[src/hw/rsc_pkg.sv]
// shared constants and types of the reset source controller
package rsc_pkg;
	localparam logic [7:0] SFR_SUPPLY_CTRL = 8'hff;
	localparam logic [7:0] SFR_RESET_CAUSE = 8'hef;

	// supply_monitor_control fields
	localparam int MON_ON_BIT = 7;
	localparam int MON_ABOVE_RST_BIT = 6;
	localparam int MON_ABOVE_WARN_BIT = 5;
	localparam logic [4:0] MON_LOW_READ = 5'h00;

	// reset_cause_register fields
	localparam int RTC_BIT = 7;
	localparam int COMP_BIT = 5;
	localparam int SW_BIT = 4;
	localparam int MCD_BIT = 2;
	localparam int POR_BIT = 1;

	localparam int CLK_MHZ = 250;
	localparam int MCD_TIME_US = 100;
	localparam int MCD_CYCLES = MCD_TIME_US * CLK_MHZ;
	localparam int POR_DELAY_US = 7000;
	localparam int POR_DELAY_CYCLES = POR_DELAY_US * CLK_MHZ;
	localparam int WDT_DIV = 12;
	localparam int HOLD_MIN = 4;

	localparam int SYNC_W = 7;
	// idle levels: above reset, above warning, pin high, rest low
	localparam logic [SYNC_W-1:0] SYNC_INIT = 7'h62;

	typedef struct packed {
		logic rtc;
		logic flash;
		logic comp;
		logic sw;
		logic wdt;
		logic clock_loss_detector;
		logic por;
		logic pin;
	} rsc_cause_t;

	typedef struct packed {
		logic wrAboveLock;
		logic readAboveLock;
		logic branchAboveLock;
		logic securityBlock;
		logic wrAttempt;
	} rsc_flash_t;

	typedef struct packed {
		logic aboveReset;
		logic aboveWarn;
		logic compLow;
		logic rtcAlarm;
		logic rtcOscFail;
		logic pinLevel;
		logic monClk;
	} rsc_async_t;

	localparam rsc_cause_t CAUSE_NONE = 8'h00;
endpackage

[src/hw/rsc_sync.sv]
// two flip-flop synchroniser for a bundle of asynchronous levels
`timescale 1ns/1ps
module rsc_sync #(
	parameter int W = 1,
	parameter logic [W-1:0] INIT = '0
) (
	input wire logic sys_clk,
	input wire logic ce,
	input wire logic rst,
	input wire logic [W-1:0] d,
	output logic [W-1:0] q
);
	logic [W-1:0] meta_q;

	// first stage feeds only the second
	always_ff @(posedge sys_clk) begin
		if (rst) begin
			meta_q <= INIT;
			q <= INIT;
		end else if (ce) begin
			meta_q <= d;
			q <= meta_q;
		end
	end
endmodule

[src/hw/rsc_clock_loss.sv]
// missing clock one-shot: times out when the watched clock stops toggling
`timescale 1ns/1ps
module rsc_clock_loss #(
	parameter int LIMIT = rsc_pkg::MCD_CYCLES
) (
	input wire logic sys_clk,
	input wire logic ce,
	input wire logic rst,
	input wire logic enable,
	input wire logic watched,
	output logic timeout
);
	localparam int CW = $clog2(LIMIT + 1);
	localparam logic [CW-1:0] LIM = CW'(LIMIT);
	logic [CW-1:0] count_q;
	logic last_q;

	// any edge rearms; disabled detector never times out
	always_ff @(posedge sys_clk) begin
		if (rst) begin
			count_q <= '0;
			last_q <= 1'h0;
			timeout <= 1'h0;
		end else if (ce) begin
			last_q <= watched;
			if (!enable || watched != last_q) begin
				count_q <= '0;
				timeout <= 1'h0;
			end else if (count_q == LIM) begin
				timeout <= 1'h1;
			end else begin
				count_q <= count_q + 1'b1;
			end
		end
	end
endmodule

[src/hw/rsc_reset_ctrl.sv]
// reset source controller: request gathering, cause flags, registers
//
// What this block does
// - supply monitor reset releases without the power-on delay.
// - monitor on bit resets to one; resets only when also selected.
// - read-only bits show supply above reset and above warning levels.
// - control bits 4:2 read zero, written zero; bits 1:0 read zero.
// - low reset pin resets the device, also in suspend and sleep.
// - pin reset sets the pin flag at bit 0.
// - enabled detector resets after clock stuck over 100 us.
// - bit 2 reads clock-loss cause; writing sets detector enable.
// - clock-loss reset masked in low power, enable kept for exit.
// - bit 5 write enables comparator reset; low comparator starts a reset.
// - bit 5 reads comparator cause; low power needs wake enable.
// - watchdog runs from clock over 12 after reset; expiry resets.
// - watchdog reset masked in low power, enable kept for exit.
// - illegal flash accesses or writes with monitor off reset.
// - flash fault reset sets read-only flag at bit 6.
// - bit 7 enables clock alarm or oscillator failure reset, always.
// - writing one to bit 4 forces reset; bit 4 then reads one.
// - internal resets except supply resets leave the reset pin undriven.
// - power-on flag set by power and supply resets, clears others.
`timescale 1ns/1ps
module rsc_reset_ctrl #(
	parameter int MCD_LIMIT = rsc_pkg::MCD_CYCLES,
	parameter int POR_DELAY = rsc_pkg::POR_DELAY_CYCLES
) (
	input wire logic sys_clk,
	input wire logic ce,
	input wire logic rst,
	input wire logic [7:0] sfrAddr,
	input wire logic sfrWrEn,
	input wire logic sfrRdEn,
	input wire logic [7:0] sfrWrData,
	output logic [7:0] sfrRdData,
	input wire logic rstPinIn,
	output logic rstPinOut,
	output logic rstPinOe,
	input wire logic supplyAboveReset,
	input wire logic supplyAboveWarn,
	output logic supplyMonitorOn,
	input wire logic compOutLow,
	input wire logic compWakeEn,
	input wire logic monClk,
	input wire logic wdtExpire,
	input wire logic wdtStop,
	output logic wdtRun,
	output logic wdtTick,
	input wire rsc_pkg::rsc_flash_t flashAcc,
	input wire logic rtcAlarm,
	input wire logic rtcOscFail,
	input wire logic lowPower,
	output logic sysRst,
	output logic porDelayActive
);
	typedef enum logic [1:0] {ST_RUN, ST_HOLD, ST_DELAY} rsc_state_t;

	localparam int PW = $clog2(POR_DELAY + 1);
	localparam logic [PW-1:0] POR_LIM = PW'(POR_DELAY);
	localparam logic [2:0] HOLD_LIM = 3'(rsc_pkg::HOLD_MIN);
	localparam logic [3:0] WDT_LIM = 4'(rsc_pkg::WDT_DIV - 1);

	rsc_state_t state_q;
	rsc_pkg::rsc_async_t async_s;
	rsc_pkg::rsc_cause_t req;
	rsc_pkg::rsc_cause_t cause_q;
	rsc_pkg::rsc_cause_t flags_q;
	logic monOn_q;
	logic monSel_q;
	logic mcdEn_q;
	logic compEn_q;
	logic rtcEn_q;
	logic swReq_q;
	logic [2:0] quiet_q;
	logic [PW-1:0] delay_q;
	logic [3:0] wdtDiv_q;
	logic [1:0] oeTail_q;
	logic mcdTimeout;
	logic flashFault;
	logic wrCause;
	logic wrMon;

	rsc_sync #(
		.W(rsc_pkg::SYNC_W),
		.INIT(rsc_pkg::SYNC_INIT)
	) u_sync (
		.sys_clk(sys_clk),
		.ce(ce),
		.rst(rst),
		.d({supplyAboveReset, supplyAboveWarn, compOutLow, rtcAlarm,
			rtcOscFail, rstPinIn, monClk}),
		.q(async_s)
	);

	rsc_clock_loss #(
		.LIMIT(MCD_LIMIT)
	) u_clock_loss (
		.sys_clk(sys_clk),
		.ce(ce),
		.rst(rst),
		.enable(mcdEn_q && !lowPower),
		.watched(async_s.monClk),
		.timeout(mcdTimeout)
	);

	// writes are only accepted while the core runs
	assign wrCause = sfrWrEn && state_q == ST_RUN &&
		sfrAddr == rsc_pkg::SFR_RESET_CAUSE;
	assign wrMon = sfrWrEn && state_q == ST_RUN &&
		sfrAddr == rsc_pkg::SFR_SUPPLY_CTRL;

	assign flashFault = flashAcc.wrAboveLock || flashAcc.readAboveLock ||
		flashAcc.branchAboveLock || flashAcc.securityBlock ||
		(flashAcc.wrAttempt && !monOn_q);

	always_comb begin
		req = rsc_pkg::CAUSE_NONE;
		// pin still reads low for two synchroniser cycles after drive ends
		req.pin = !async_s.pinLevel && !rstPinOe &&
			oeTail_q == '0;
		// supply monitor is off in sleep, so no power-fail reset then
		req.por = monOn_q && monSel_q && !async_s.aboveReset &&
			!lowPower;
		req.clock_loss_detector = mcdTimeout;
		req.comp = compEn_q && async_s.compLow &&
			(!lowPower || compWakeEn);
		req.wdt = wdtRun && wdtExpire && !lowPower;
		req.flash = flashFault;
		req.rtc = rtcEn_q && (async_s.rtcAlarm || async_s.rtcOscFail);
		req.sw = swReq_q;
	end

	// history of own pin drive, masks the synchroniser lag on release
	always_ff @(posedge sys_clk) begin
		if (rst) begin
			oeTail_q <= '1;
		end else if (ce) begin
			oeTail_q <= {oeTail_q[0], rstPinOe};
		end
	end

	// state sequencing
	always_ff @(posedge sys_clk) begin
		if (rst) begin
			state_q <= ST_HOLD;
			quiet_q <= '0;
			delay_q <= '0;
		end else if (ce) begin
			unique case (state_q)
				ST_RUN: begin
					quiet_q <= '0;
					if (req != rsc_pkg::CAUSE_NONE) begin
						state_q <= ST_HOLD;
					end
				end
				ST_HOLD: begin
					// quiet window outlasts the pin synchroniser
					if (req != rsc_pkg::CAUSE_NONE) begin
						quiet_q <= '0;
					end else if (quiet_q != HOLD_LIM) begin
						quiet_q <= quiet_q + 1'b1;
					end else if (cause_q == rsc_pkg::CAUSE_NONE) begin
						delay_q <= '0;
						state_q <= ST_DELAY;
					end else begin
						state_q <= ST_RUN;
					end
				end
				ST_DELAY: begin
					if (req != rsc_pkg::CAUSE_NONE) begin
						quiet_q <= '0;
						state_q <= ST_HOLD;
					end else if (delay_q == POR_LIM) begin
						state_q <= ST_RUN;
					end else begin
						delay_q <= delay_q + 1'b1;
					end
				end
			endcase
		end
	end

	// first cause wins; none latched means power-on
	always_ff @(posedge sys_clk) begin
		if (rst) begin
			cause_q <= rsc_pkg::CAUSE_NONE;
		end else if (ce) begin
			if (state_q == ST_RUN) begin
				cause_q <= req;
			end else if (state_q == ST_HOLD && cause_q == rsc_pkg::CAUSE_NONE) begin
				cause_q <= req;
			end
		end
	end

	// flags captured on release into run
	always_ff @(posedge sys_clk) begin
		if (rst) begin
			flags_q <= rsc_pkg::CAUSE_NONE;
		end else if (ce && state_q != ST_RUN && sysRstNext() == 1'h0) begin
			flags_q <= cause_q;
			if (cause_q == rsc_pkg::CAUSE_NONE || cause_q.por) begin
				flags_q <= rsc_pkg::CAUSE_NONE;
				flags_q.por <= 1'h1;
			end
		end
	end

	function automatic logic sysRstNext();
		sysRstNext = !((state_q == ST_HOLD && req == rsc_pkg::CAUSE_NONE &&
			quiet_q == HOLD_LIM && cause_q != rsc_pkg::CAUSE_NONE) ||
			(state_q == ST_DELAY && req == rsc_pkg::CAUSE_NONE &&
			delay_q == POR_LIM));
	endfunction

	// monitor enable and selection return to on only on power-on and supply resets
	always_ff @(posedge sys_clk) begin
		if (rst) begin
			monOn_q <= 1'h1;
			monSel_q <= 1'h1;
		end else if (ce) begin
			if (state_q != ST_RUN && (cause_q.por ||
				cause_q == rsc_pkg::CAUSE_NONE)) begin
				monOn_q <= 1'h1;
				monSel_q <= 1'h1;
			end else begin
				if (wrMon) begin
					monOn_q <= sfrWrData[rsc_pkg::MON_ON_BIT];
				end
				if (wrCause) begin
					monSel_q <= sfrWrData[rsc_pkg::POR_BIT];
				end
			end
		end
	end

	// other source enables return to off on any reset
	always_ff @(posedge sys_clk) begin
		if (rst) begin
			mcdEn_q <= 1'h0;
			compEn_q <= 1'h0;
			rtcEn_q <= 1'h0;
			swReq_q <= 1'h0;
		end else if (ce) begin
			swReq_q <= wrCause && sfrWrData[rsc_pkg::SW_BIT];
			if (state_q != ST_RUN) begin
				mcdEn_q <= 1'h0;
				compEn_q <= 1'h0;
				rtcEn_q <= 1'h0;
			end else if (wrCause) begin
				mcdEn_q <= sfrWrData[rsc_pkg::MCD_BIT];
				compEn_q <= sfrWrData[rsc_pkg::COMP_BIT];
				rtcEn_q <= sfrWrData[rsc_pkg::RTC_BIT];
			end
		end
	end

	// watchdog restarts enabled with a divide-by-12 tick
	always_ff @(posedge sys_clk) begin
		if (rst) begin
			wdtRun <= 1'h1;
			wdtDiv_q <= '0;
			wdtTick <= 1'h0;
		end else if (ce) begin
			if (state_q != ST_RUN) begin
				wdtRun <= 1'h1;
				wdtDiv_q <= '0;
				wdtTick <= 1'h0;
			end else begin
				if (wdtStop) begin
					wdtRun <= 1'h0;
				end
				wdtTick <= wdtDiv_q == WDT_LIM;
				wdtDiv_q <= (wdtDiv_q == WDT_LIM) ? '0 : wdtDiv_q + 1'b1;
			end
		end
	end

	// read data registered
	always_ff @(posedge sys_clk) begin
		if (rst) begin
			sfrRdData <= '0;
		end else if (ce && sfrRdEn) begin
			if (sfrAddr == rsc_pkg::SFR_SUPPLY_CTRL) begin
				sfrRdData <= {monOn_q, async_s.aboveReset,
					async_s.aboveWarn, rsc_pkg::MON_LOW_READ};
			end else if (sfrAddr == rsc_pkg::SFR_RESET_CAUSE) begin
				sfrRdData <= flags_q;
			end else begin
				sfrRdData <= '0;
			end
		end
	end

	assign sysRst = state_q != ST_RUN;
	assign supplyMonitorOn = monOn_q;
	assign porDelayActive = state_q == ST_DELAY;
	// pin driven low only for power-on and supply resets
	assign rstPinOut = 1'h0;
	assign rstPinOe = state_q != ST_RUN &&
		(cause_q.por || cause_q == rsc_pkg::CAUSE_NONE);
endmodule

[config.mk]
export PLATFORM = sky130hd
export DESIGN_NAME = rsc_reset_ctrl
export DESIGN_NICKNAME = d
export VERILOG_FILES = /design/src/hw/rsc_pkg.sv /design/src/hw/rsc_sync.sv /design/src/hw/rsc_clock_loss.sv /design/src/hw/rsc_reset_ctrl.sv
export SDC_FILE = /design/constraint.sdc
export NUM_CORES = 1
export LEC_CHECK = 0
export BUFFER_PORTS_ARGS = -buffer_cell sky130_fd_sc_hd__buf_4
export CAP_MARGIN = 40
export CORE_MARGIN = 5
export CORE_UTILIZATION = 62
export DETAILED_ROUTE_END_ITERATION = 10
export GPL_TIMING_DRIVEN = 0
export PLACE_DENSITY = 0.86
export REMOVE_ABC_BUFFERS = 1
export SETUP_SLACK_MARGIN = 0.3
export SLEW_MARGIN = 10
export SYNTH_ARGS = -nofsm -noshare
export SYNTH_HDL_FRONTEND = slang
export SYNTH_SLANG_ARGS = --single-unit
[constraint.sdc]
create_clock -name sys_clk -period 4.2 [get_ports sys_clk]
set_clock_uncertainty 0.05 [all_clocks]
set_input_delay 0.84 -clock sys_clk [delete_from_list [all_inputs] [get_ports sys_clk]]
set_output_delay 0.84 -clock sys_clk [all_outputs]
set_load 0.05 [all_outputs]
## After elaboration in Yosys (flattened, before gate mapping)

Cells that the tools add are included.

| storage, ports and cells | value |
|---|---|
| register bits after elaboration | 95 |
| word-level logic and storage cells | 165 |

| cells by class | value |
|---|---|
| add/sub/neg operators | 4 |
| equality and inequality tests | 20 |
| multiplexer cells | 41 |
| reduce and logical (&&, ||, !) cells | 65 |

Operator list:

| cell | count |
|---|---|
| $mux W21 | 5 |
| $pmux W21 S2 | 1 |
| $mux W8 | 5 |
| $mux W15 | 2 |
| $logic_and A1 B1 Y1 | 26 |
| $add A21 B1 Y21 const B | 1 |
| $eq A21 B21 Y1 const B | 1 |
| $eq A8 B8 Y1 const B | 2 |
| $logic_not A8 Y1 | 2 |
| $reduce_bool A2 Y1 | 8 |
| $reduce_bool A8 Y1 | 2 |
| $add A15 B1 Y15 const B | 1 |
| $eq A15 B15 Y1 const B | 1 |
| $mux W1 | 15 |
| $reduce_and A2 Y1 | 7 |
| $mux W2 | 6 |
| $logic_or A1 B1 Y1 | 9 |
| $mux W3 | 3 |
| $pmux W3 S3 | 1 |
| $mux W4 | 2 |
| $ne A2 B1 Y1 const B | 4 |
| $ne A2 B2 Y1 const B | 4 |
| $reduce_and A7 Y1 | 1 |
| $logic_not A1 Y1 | 6 |
| other kinds (13) | 15 |

## Depth between registers and ports, before layout

Gate-level depths: netlist of run 1.

| depth | value |
|---|---|
| word-level depth | 12 |
| depth in mapped cells | 11 |
| mapped depth without buffers | 8 |

## By module

Synthesis of run 1 repeated with hierarchy kept, for this count alone.

| second synthesis, totals | value |
|---|---|
| cell total of the unflattened synthesis | 532 |
| area total of the unflattened synthesis | 4,763.3 um2 |

By module, submodules not included:

| module | instances | cells each | area each (um2) |
|---|---|---|---|
| rsc_reset_ctrl | 1 | 374 | 3,263.1 |
| rsc_clock_loss | 1 | 113 | 980.9 |
| rsc_sync | 1 | 45 | 519.2 |

## Least setup slack after synthesis of run 1

No wires, ideal clock.

| timing | value |
|---|---|
| path type | input -> register |
| start point | input flashAcc[3] (netlist bit) |
| end point | register flags_q[7] (netlist bit) |
| library setup time | 0.067 ns |
| arrival time | 2.880 ns |
| required time | 4.083 ns |
| setup slack | 1.202 ns |
| stages | 7 |
| buffers on the path | 1 |
| cells stage by stage | nor4_4 nand4_2 or4_1 a2111o_1 buf_6 or3b_1 a21oi_2 |

| between the ends | value |
|---|---|
| longest elaborated chain between the ends | 10 |

RTL lines:

| what | line | text |
|---|---|---|
| from (decl) | rsc_reset_ctrl.sv:49 | `input wire rsc_pkg::rsc_flash_t flashAcc,` |
| $logic_or A1 B1 Y1 * (2 in series) | rsc_reset_ctrl.sv:112 | `assign flashFault = flashAcc.wrAboveLock \|\| flashAcc.readAboveLock \|\|` |
| $logic_or A1 B1 Y1 * (2 in series) | rsc_reset_ctrl.sv:113 | `flashAcc.branchAboveLock \|\| flashAcc.securityBlock \|\|` |
| $logic_not A8 Y1 * | rsc_reset_ctrl.sv:210, rsc_reset_ctrl.sv:212 |  |
| $logic_and A1 B1 Y1 (2 in series) | rsc_reset_ctrl.sv:210 | `sysRstNext = !((state_q == ST_HOLD && req == rsc_pkg::CAUSE_NONE &&` |
| $logic_and A1 B1 Y1 | rsc_reset_ctrl.sv:211 | `quiet_q == HOLD_LIM && cause_q != rsc_pkg::CAUSE_NONE) \|\|` |
| $logic_or A1 B1 Y1 * | rsc_reset_ctrl.sv:211 |  |
| $logic_and A1 B1 Y1 * | rsc_reset_ctrl.sv:200 | `end else if (ce && state_q != ST_RUN && sysRstNext() == 1'h0) begin` |
| to (signal assigned) | rsc_reset_ctrl.sv:199 | `flags_q <= rsc_pkg::CAUSE_NONE;` |
| to (signal assigned) | rsc_reset_ctrl.sv:201 | `flags_q <= cause_q;` |
| to (signal assigned) | rsc_reset_ctrl.sv:203 | `flags_q <= rsc_pkg::CAUSE_NONE;` |
| to (decl) | rsc_reset_ctrl.sv:67 | `rsc_pkg::rsc_cause_t flags_q;` |

Every way passes the cells marked *; elsewhere a longest branch is shown, timed or not.
A chain may end at the register's enable or synchronous reset.

## Final worst setup path of run 1

| timing | value |
|---|---|
| start point | register state_q[0] |
| end point | register delay_q[16] |

| between the ends | value |
|---|---|
| longest elaborated chain between the ends | 8 |

RTL lines:

| what | line | text |
|---|---|---|
| from (decl) | rsc_reset_ctrl.sv:63 | `rsc_state_t state_q;` |
| from (signal assigned) | rsc_reset_ctrl.sv:145 | `state_q <= ST_HOLD;` |
| from (signal assigned) | rsc_reset_ctrl.sv:153 | `state_q <= ST_HOLD;` |
| from (signal assigned) | rsc_reset_ctrl.sv:164 | `state_q <= ST_DELAY;` |
| $reduce_bool A2 Y1 | rsc_reset_ctrl.sv:300 | `assign rstPinOe = state_q != ST_RUN &&` |
| $logic_and A1 B1 Y1 | rsc_reset_ctrl.sv:300 |  |
| $logic_not A1 Y1 | rsc_reset_ctrl.sv:119 | `req.pin = !async_s.pinLevel && !rstPinOe &&` |
| $logic_and A1 B1 Y1 (2 in series) | rsc_reset_ctrl.sv:119 |  |
| $reduce_bool A8 Y1 | rsc_reset_ctrl.sv:158, rsc_reset_ctrl.sv:170 |  |
| $ne A2 B2 Y1 (no line) | -- |  |
| $reduce_and A7 Y1 (no line) | -- |  |
| to (signal assigned) | rsc_reset_ctrl.sv:176 | `delay_q <= delay_q + 1'b1;` |
| to (decl) | rsc_reset_ctrl.sv:75 | `logic [PW-1:0] delay_q;` |

Several ways; a longest one is shown, not always the timed one.

==> results of run 1 <==
path summary, 6_finish.rpt:
path	start	cells after the start	slack, ns	end
max	state_q[0]	9	1.07	delay_q[16]
min	flags_q[0]	2	0.41	flags_q[0]
max reg2reg	state_q[0]	9	1.07	delay_q[16]
min reg2reg	flags_q[0]	2	0.41	flags_q[0]
placed cells by master (no fill, tap or decap), drive strengths merged, types with 13 or more instances in the layout:
| cell type | synthesis | layout |
|---|---|---|
| a21oi | 51 | 51 |
| buf | 9 | 51 |
| nand2 | 46 | 46 |
| nand3 | 22 | 22 |
| mux2i | 21 | 21 |
| or3 | 22 | 22 |
| nor2 | 69 | 69 |
| o21ai | 26 | 26 |
| nand4 | 13 | 13 |
| dfxtp | 95 | 95 |
| inv | 19 | 20 |
sequential cells by signal (all words and copies together), names as in the netlist, 2 cells and up:
signal	count
delay_q	21
u_sync.meta_q	7
sfrRdData	8
u_clock_loss.count_q	15
cause_q	8
quiet_q	3
wdtDiv_q	4
u_sync.q	7
state_q	2
oeTail_q	2
flags_q	8
metrics by stage:
step                      hold slack [ns]  cell area (um2)  TNS (ns)
after floorplan                    0.3751             4335         0
after global placement             0.3886             4808    -18.32
after detailed placement           0.3978             4842         0
after CTS                          0.4113             5085         0
after global routing               0.4389             5085         0
final                              0.4127             5085         0
worst max-delay path: stages (launching register included):
cell	delay [ns]
dfxtp_1	0.32
inv_1	0.10
ha_1	0.38
clkinv_1	0.34
a2111oi_0	0.61
nand2_1	0.31
nand4_1	0.47
buf_6	0.22
or3_1	0.11
a21oi_1	0.06
cells in the mapped netlist, types with 5 or more instances:
master / instances
a21oi_1: 50
and3_1: 10
o21ai_0: 26
dfxtp_1: 95
nor2b_1: 5
mux2i_1: 21
or3b_1: 7
nor2_1: 69
nor4_1: 8
and2_1: 9
or3_1: 22
a22oi_1: 7
a211o_1: 7
clkbuf_1: 16
nand3_1: 22
nand4_1: 12
inv_1: 19
xnor2_1: 10
ha_1: 10
nand2_1: 46
where the power goes:
group / leakage [nW] / switching [mW] / internal, mW
clock: 0.116 / 0.323 / 0.396
sequential: 0.769 / 0.0103 / 0.914
combinational: 1.06 / 0.0931 / 0.0609
total: 1.94 / 0.426 / 1.37
logic make-up after synthesis:
| kind of cell | share of synthesized area (%) |
|---|---|
| other cells | 0.08438 |
| xor+xnor | 2.759 |
| simple gates | 28.21 |
| fa+ha+maj | 2.815 |
| buf+inv | 4.138 |
| flops | 42.79 |
| compound gates | 14.22 |
| mux | 4.983 |
routing by layer:
metal / global-route usage, % / vias to the layer above / share of wire [%]
met4: 9.976 / 0 / 2.0
met2: 41.05 / 106 / 49
met3: 4.064 / 19 / 5.9
met1: 29.10 / 1862 / 43
li1: - / 1943 / -
met5: 0 / - / 0
final cells by class:
type,count,area share (%)
clock inverter,7,2.338
clock buffer,9,2.436
timing repair buffer,51,7.456
inverter,20,1.476
sequential,95,37.40
multi-input combinational,390,46.53
tap,96,2.362
==> impl_metrics.env, run 1 <==
export IMPL_outcome="completed"
export IMPL_grt_overflow=0
export IMPL_arrival_ns=3.29
export IMPL_io_pins=52
export IMPL_place_inst=652
export IMPL_cp_end_kind="flop"
export IMPL_post_dp_hpwl_um=7053
export IMPL_fmax_mhz=319.2
export IMPL_drive_above_1_share_pct=12.76
export IMPL_antenna_found_initial=0
export IMPL_cts_root_buffer="clkbuf_8"
export IMPL_area_delta_synth_final_pct=14.41
export IMPL_synth_top_area_share_pct=42.79
export IMPL_power_density_nw_per_um2=353.5
export IMPL_drt_iter0_drc=227
export IMPL_drt_total_wl_um=10070
export IMPL_fillCellCount=514
export IMPL_ys_warn_count=0
export IMPL_layout_nets=614
export IMPL_vias_per_cell=5.883
export IMPL_worstPathRequired_ns=4.36
export IMPL_clk_pin_slew_ns=0.09
export IMPL_yosys_cell_types_count=53
export IMPL_rsz0062_at_grt="no"
export IMPL_finalCriticalPeriod_ns=3.133
export IMPL_yosys_area_top_type="dfxtp_1"
export IMPL_critPathMaxFanout=14
export IMPL_clock_latency_ns=0.36
export IMPL_fin_ws_ns=1.067
export IMPL_clock_path_buffers=2
export IMPL_worstSetupPathType="reg2reg"
export IMPL_cts_hold_buf=0
export IMPL_fin_util_pct=74.03
export IMPL_ys_ff_latch=95
export IMPL_async_flop_share_pct=0
export IMPL_pre_cts_slack_ns=0.7519
export IMPL_grtUsageTotal_pct=23.76
export IMPL_clock_sinks=95
export IMPL_worstMarginPinSlew_ns=0.8658
export IMPL_tritoncts="built"
export IMPL_cts_buffers_inserted=9
export IMPL_die_height_um=94.67
export IMPL_initial_core_util_pct=64.70
export IMPL_leakage_nw=1.943
export IMPL_cts_setup_buffers=0
export IMPL_vias=3930
export IMPL_syn_inst=530
export IMPL_grt_pass1_wl_um=17110
export IMPL_min_period_over_period_pct=74.58
export IMPL_fin_cells=668
export IMPL_hold_path_class="reg2reg"
export IMPL_cts_resized=0
export IMPL_p_total_mw=1.798
export IMPL_io_buffers=47
export IMPL_die_area_um2=8961
export IMPL_routabilityCongestion=0.8399
export IMPL_grt_max_degree=60
export IMPL_timing_slew_headroom_pct=41.49
export IMPL_setup_viol=0
export IMPL_drc=0
export IMPL_ys_seq_area_share_pct=42.79
export IMPL_synth_ff_type="dfxtp_1"
export IMPL_multiInputGateArea_um2=2366
export IMPL_htree_levels=3
export IMPL_ff_latch_area_um2=1902
export IMPL_coreArea_um2=6869
export IMPL_crit_path_start_kind="flop"
export IMPL_n_antenna_cell=0
export IMPL_synth_area_leaders="dfxtp_1, nor2_1, a21oi_1"
export IMPL_ant_nets=0
export IMPL_slew_viol_final=0
export IMPL_post_drt_wl_per_cell_um=15.08
export IMPL_hold_viol=0
export IMPL_synth_edf_count=0
export IMPL_postSynthAreaPerCell_um2=8.385
export IMPL_die_w_um=94.67
export IMPL_drt_pass1_iter_count=7
export IMPL_row_count=30
export IMPL_synth_area_um2=4444
export IMPL_grt_pass1_vias=3847
export IMPL_ir_drop_mv=0.2044
export IMPL_maxCapViolCount=0
Note: power is estimated with default switching activity, not from simulation.
==> run 2, diff against run 1 <==
--- a/config.mk
+++ b/config.mk
@@ -8,10 +8,10 @@
 export BUFFER_PORTS_ARGS = -buffer_cell sky130_fd_sc_hd__buf_4
 export CAP_MARGIN = 40
 export CORE_MARGIN = 5
-export CORE_UTILIZATION = 62
+export CORE_UTILIZATION = 58
 export DETAILED_ROUTE_END_ITERATION = 10
 export GPL_TIMING_DRIVEN = 0
-export PLACE_DENSITY = 0.86
+export PLACE_DENSITY = 0.81
 export REMOVE_ABC_BUFFERS = 1
 export SETUP_SLACK_MARGIN = 0.3
 export SLEW_MARGIN = 10
==> constraint.sdc (replaced) <==
create_clock -name sys_clk -period 3 [get_ports sys_clk]
set_clock_uncertainty 0.05 [all_clocks]
set_input_delay 0.6 -clock sys_clk [delete_from_list [all_inputs] [get_ports sys_clk]]
set_output_delay 0.6 -clock sys_clk [all_outputs]
set_load 0.05 [all_outputs]
==> run 2 against run 1 <==
Register-to-register slack got worse by 0.65 ns. Hold slack got worse by 0.034 ns. Combinational power rose by 42%. Power is 33% higher. Critical path depth down 2. Die area rose by 6.2%. Clock power up 21%. Count of clock-buffer cells in the layout is the same. First-iteration DRC count shrank 8.4%. Routed wire length decreased by 1.7%. Via count up 0.13%. Setup slack worse by 0.69 ns. Largest power group unchanged.
==> impl_metrics.env, run 2 (same netlist as run 1, synthesis figures left out) <==
export IMPL_clock_latency_ns=0.37
export IMPL_drive_above_1_share_pct=15.90
export IMPL_r2r_slack_ns=0.42
export IMPL_outcome="completed"
export IMPL_clock_sinks=95
export IMPL_fillCellCount=623
export IMPL_htree_levels=3
export IMPL_final_common_cell="dfxtp_1"
export IMPL_cp_end_kind="flop"
export IMPL_crit_path_start_kind="input port"
export IMPL_rsz0062_at_grt="yes"
export IMPL_top_regs="delay_q (21), u_clock_loss.count_q (15)"
export IMPL_initial_core_util_pct=58.42
export IMPL_grt_overflow=0
export IMPL_drc=0
export IMPL_coreArea_um2=7607
export IMPL_io_pins=52
export IMPL_fmax_mhz=380.9
export IMPL_worstMarginPinSlew_ns=0.9791
export IMPL_reg2reg_from="delay_q[2]"
export IMPL_pre_cts_slack_ns=-0.1407
export IMPL_finalCriticalPeriod_ns=2.626
export IMPL_io_buffers=47
export IMPL_leakage_nw=2.000
export IMPL_maxCapViolCount=0
export IMPL_grt_pass1_wl_um=16700
export IMPL_worstSetupPathType="in2reg"
export IMPL_die_w_um=97.54
export IMPL_hp_start="supplyAboveWarn"
export IMPL_critPathMaxFanout=6
export IMPL_slew_viol_final=0
export IMPL_max_flop_register="delay_q"
export IMPL_row_count=32
export IMPL_setup_viol=0
export IMPL_fin_util_pct=68.60
export IMPL_grtUsageTotal_pct=20.56
export IMPL_drt_iter0_drc=208
export IMPL_hold_path_class="in2reg"
export IMPL_power_density_nw_per_um2=457.1
export IMPL_min_period_over_period_pct=87.52
export IMPL_drt_pass1_iter_count=4
export IMPL_ir_drop_mv=0.2498
export IMPL_arrival_ns=2.86
export IMPL_die_area_um2=9513
export IMPL_timing_slew_headroom_pct=33.84
export IMPL_largest_register_ffs=21
export IMPL_drt_total_wl_um=9898
export IMPL_hold_viol=0
export IMPL_mostFrequentLayoutCells="dfxtp_1, nor2_1, buf_4"
export IMPL_cts_root_buffer="clkbuf_8"
export IMPL_rr_endpoint="flags_q[5]"
export IMPL_clock_path_buffers=2
export IMPL_layout_nets=627
export IMPL_cts_hold_buf=0
export IMPL_cts_buffers_inserted=9
export IMPL_post_drt_wl_per_cell_um=14.41
export IMPL_area_delta_synth_final_pct=17.43
export IMPL_post_dp_hpwl_um=6719
export IMPL_crit_end="flags_q[5]"
export IMPL_rr_worst_depth=6
export IMPL_grt_pass1_vias=3718
export IMPL_tritoncts="built"
export IMPL_grt_max_degree=60
export IMPL_ant_nets=0
export IMPL_worstPathRequired_ns=3.24
export IMPL_antenna_found_initial=0
export IMPL_routabilityCongestion=0.8459
export IMPL_n_antenna_cell=0
export IMPL_clk_pin_slew_ns=0.10
export IMPL_vias=3935
export IMPL_crit_start="flashAcc[3]"
export IMPL_die_height_um=97.54
export IMPL_vias_per_cell=5.728
export IMPL_fin_ws_ns=0.3745
[run 2: changes by cell type in the layout (fill, tap and decap cells not counted), sizes merged]
cell and delta:
bufinv -2, clkinv +2, a2111o +1, clkdlybuf4s15 +1, clkinvlp -1, buf +11, inv +1
[run 2: final cells by class]
cell class	count	area (um2)	share of cell area (%)
Clock inverter	7	80.08	1.534
Multi-Input combinational cell	391	2429	46.54
Sequential cell	95	1902	36.44
Tap cell	102	127.6	2.445
Clock buffer	9	123.9	2.374
Inverter	20	76.32	1.462
Timing Repair Buffer	63	480.5	9.206
[run 2: report_power, final]
part	switching [mW]	internal [mW]	total (mW)
Clock	0.476	0.396	0.872
Sequential	0.0151	1.28	1.30
Combinational	0.130	0.0886	0.219
[run 2: timing repair]
| item | in CTS | in global routing |
|---|---|---|
| pin swaps | 3 | 4 |
| buffers inserted | 8 | 4 |
| cloned | 0 | 1 |
| resized for setup | 5 | 6 |
| endpoints found under the setup margin | 34 | 34 |
[run 2: layer usage]
metal | GRT usage (%) | up-vias | part of all wire [%]
met5 | 0 | - | 0
met1 | 25.47 | 1852 | 45
met2 | 35.79 | 86 | 49
li1 | - | 1980 | -
met4 | 7.561 | 0 | 1.9
met3 | 3.374 | 17 | 4.3
[run 2: critical path, stage by stage]
cell      delay (ns)
buf_4           0.12
nor4_4          0.33
nand4_2         0.16
or4_4           0.60
a2111o_2        0.48
or3b_1          0.40
a21oi_1         0.17
[run 2: how the worst min path moves through the flow]
| stage | endpoint | cells after the start |
|---|---|---|
| floorplan | flags_q[5] | 2 |
| global placement | flags_q[6] | 2 |
| detailed placement | flags_q[6] | 2 |
| CTS | u_sync.meta_q[6] | 2 |
| global route | u_sync.meta_q[5] | 2 |
| finish | u_sync.meta_q[5] | 2 |
[run 2: metrics by stage]
stage                     hold slack, ns  instances  setup TNS (ns)  power [mW]  area (um2)
after floorplan                   0.3751        505          -12.86       1.439        4335
after global placement            0.3916        654          -36.40       1.529        4816
after detailed placement          0.3962        658          -1.495       1.536        4861
after CTS                         0.3776        682               0       2.389        5140
after global routing              0.3789        687               0       2.472        5219
final                             0.3786        687               0       2.386        5219
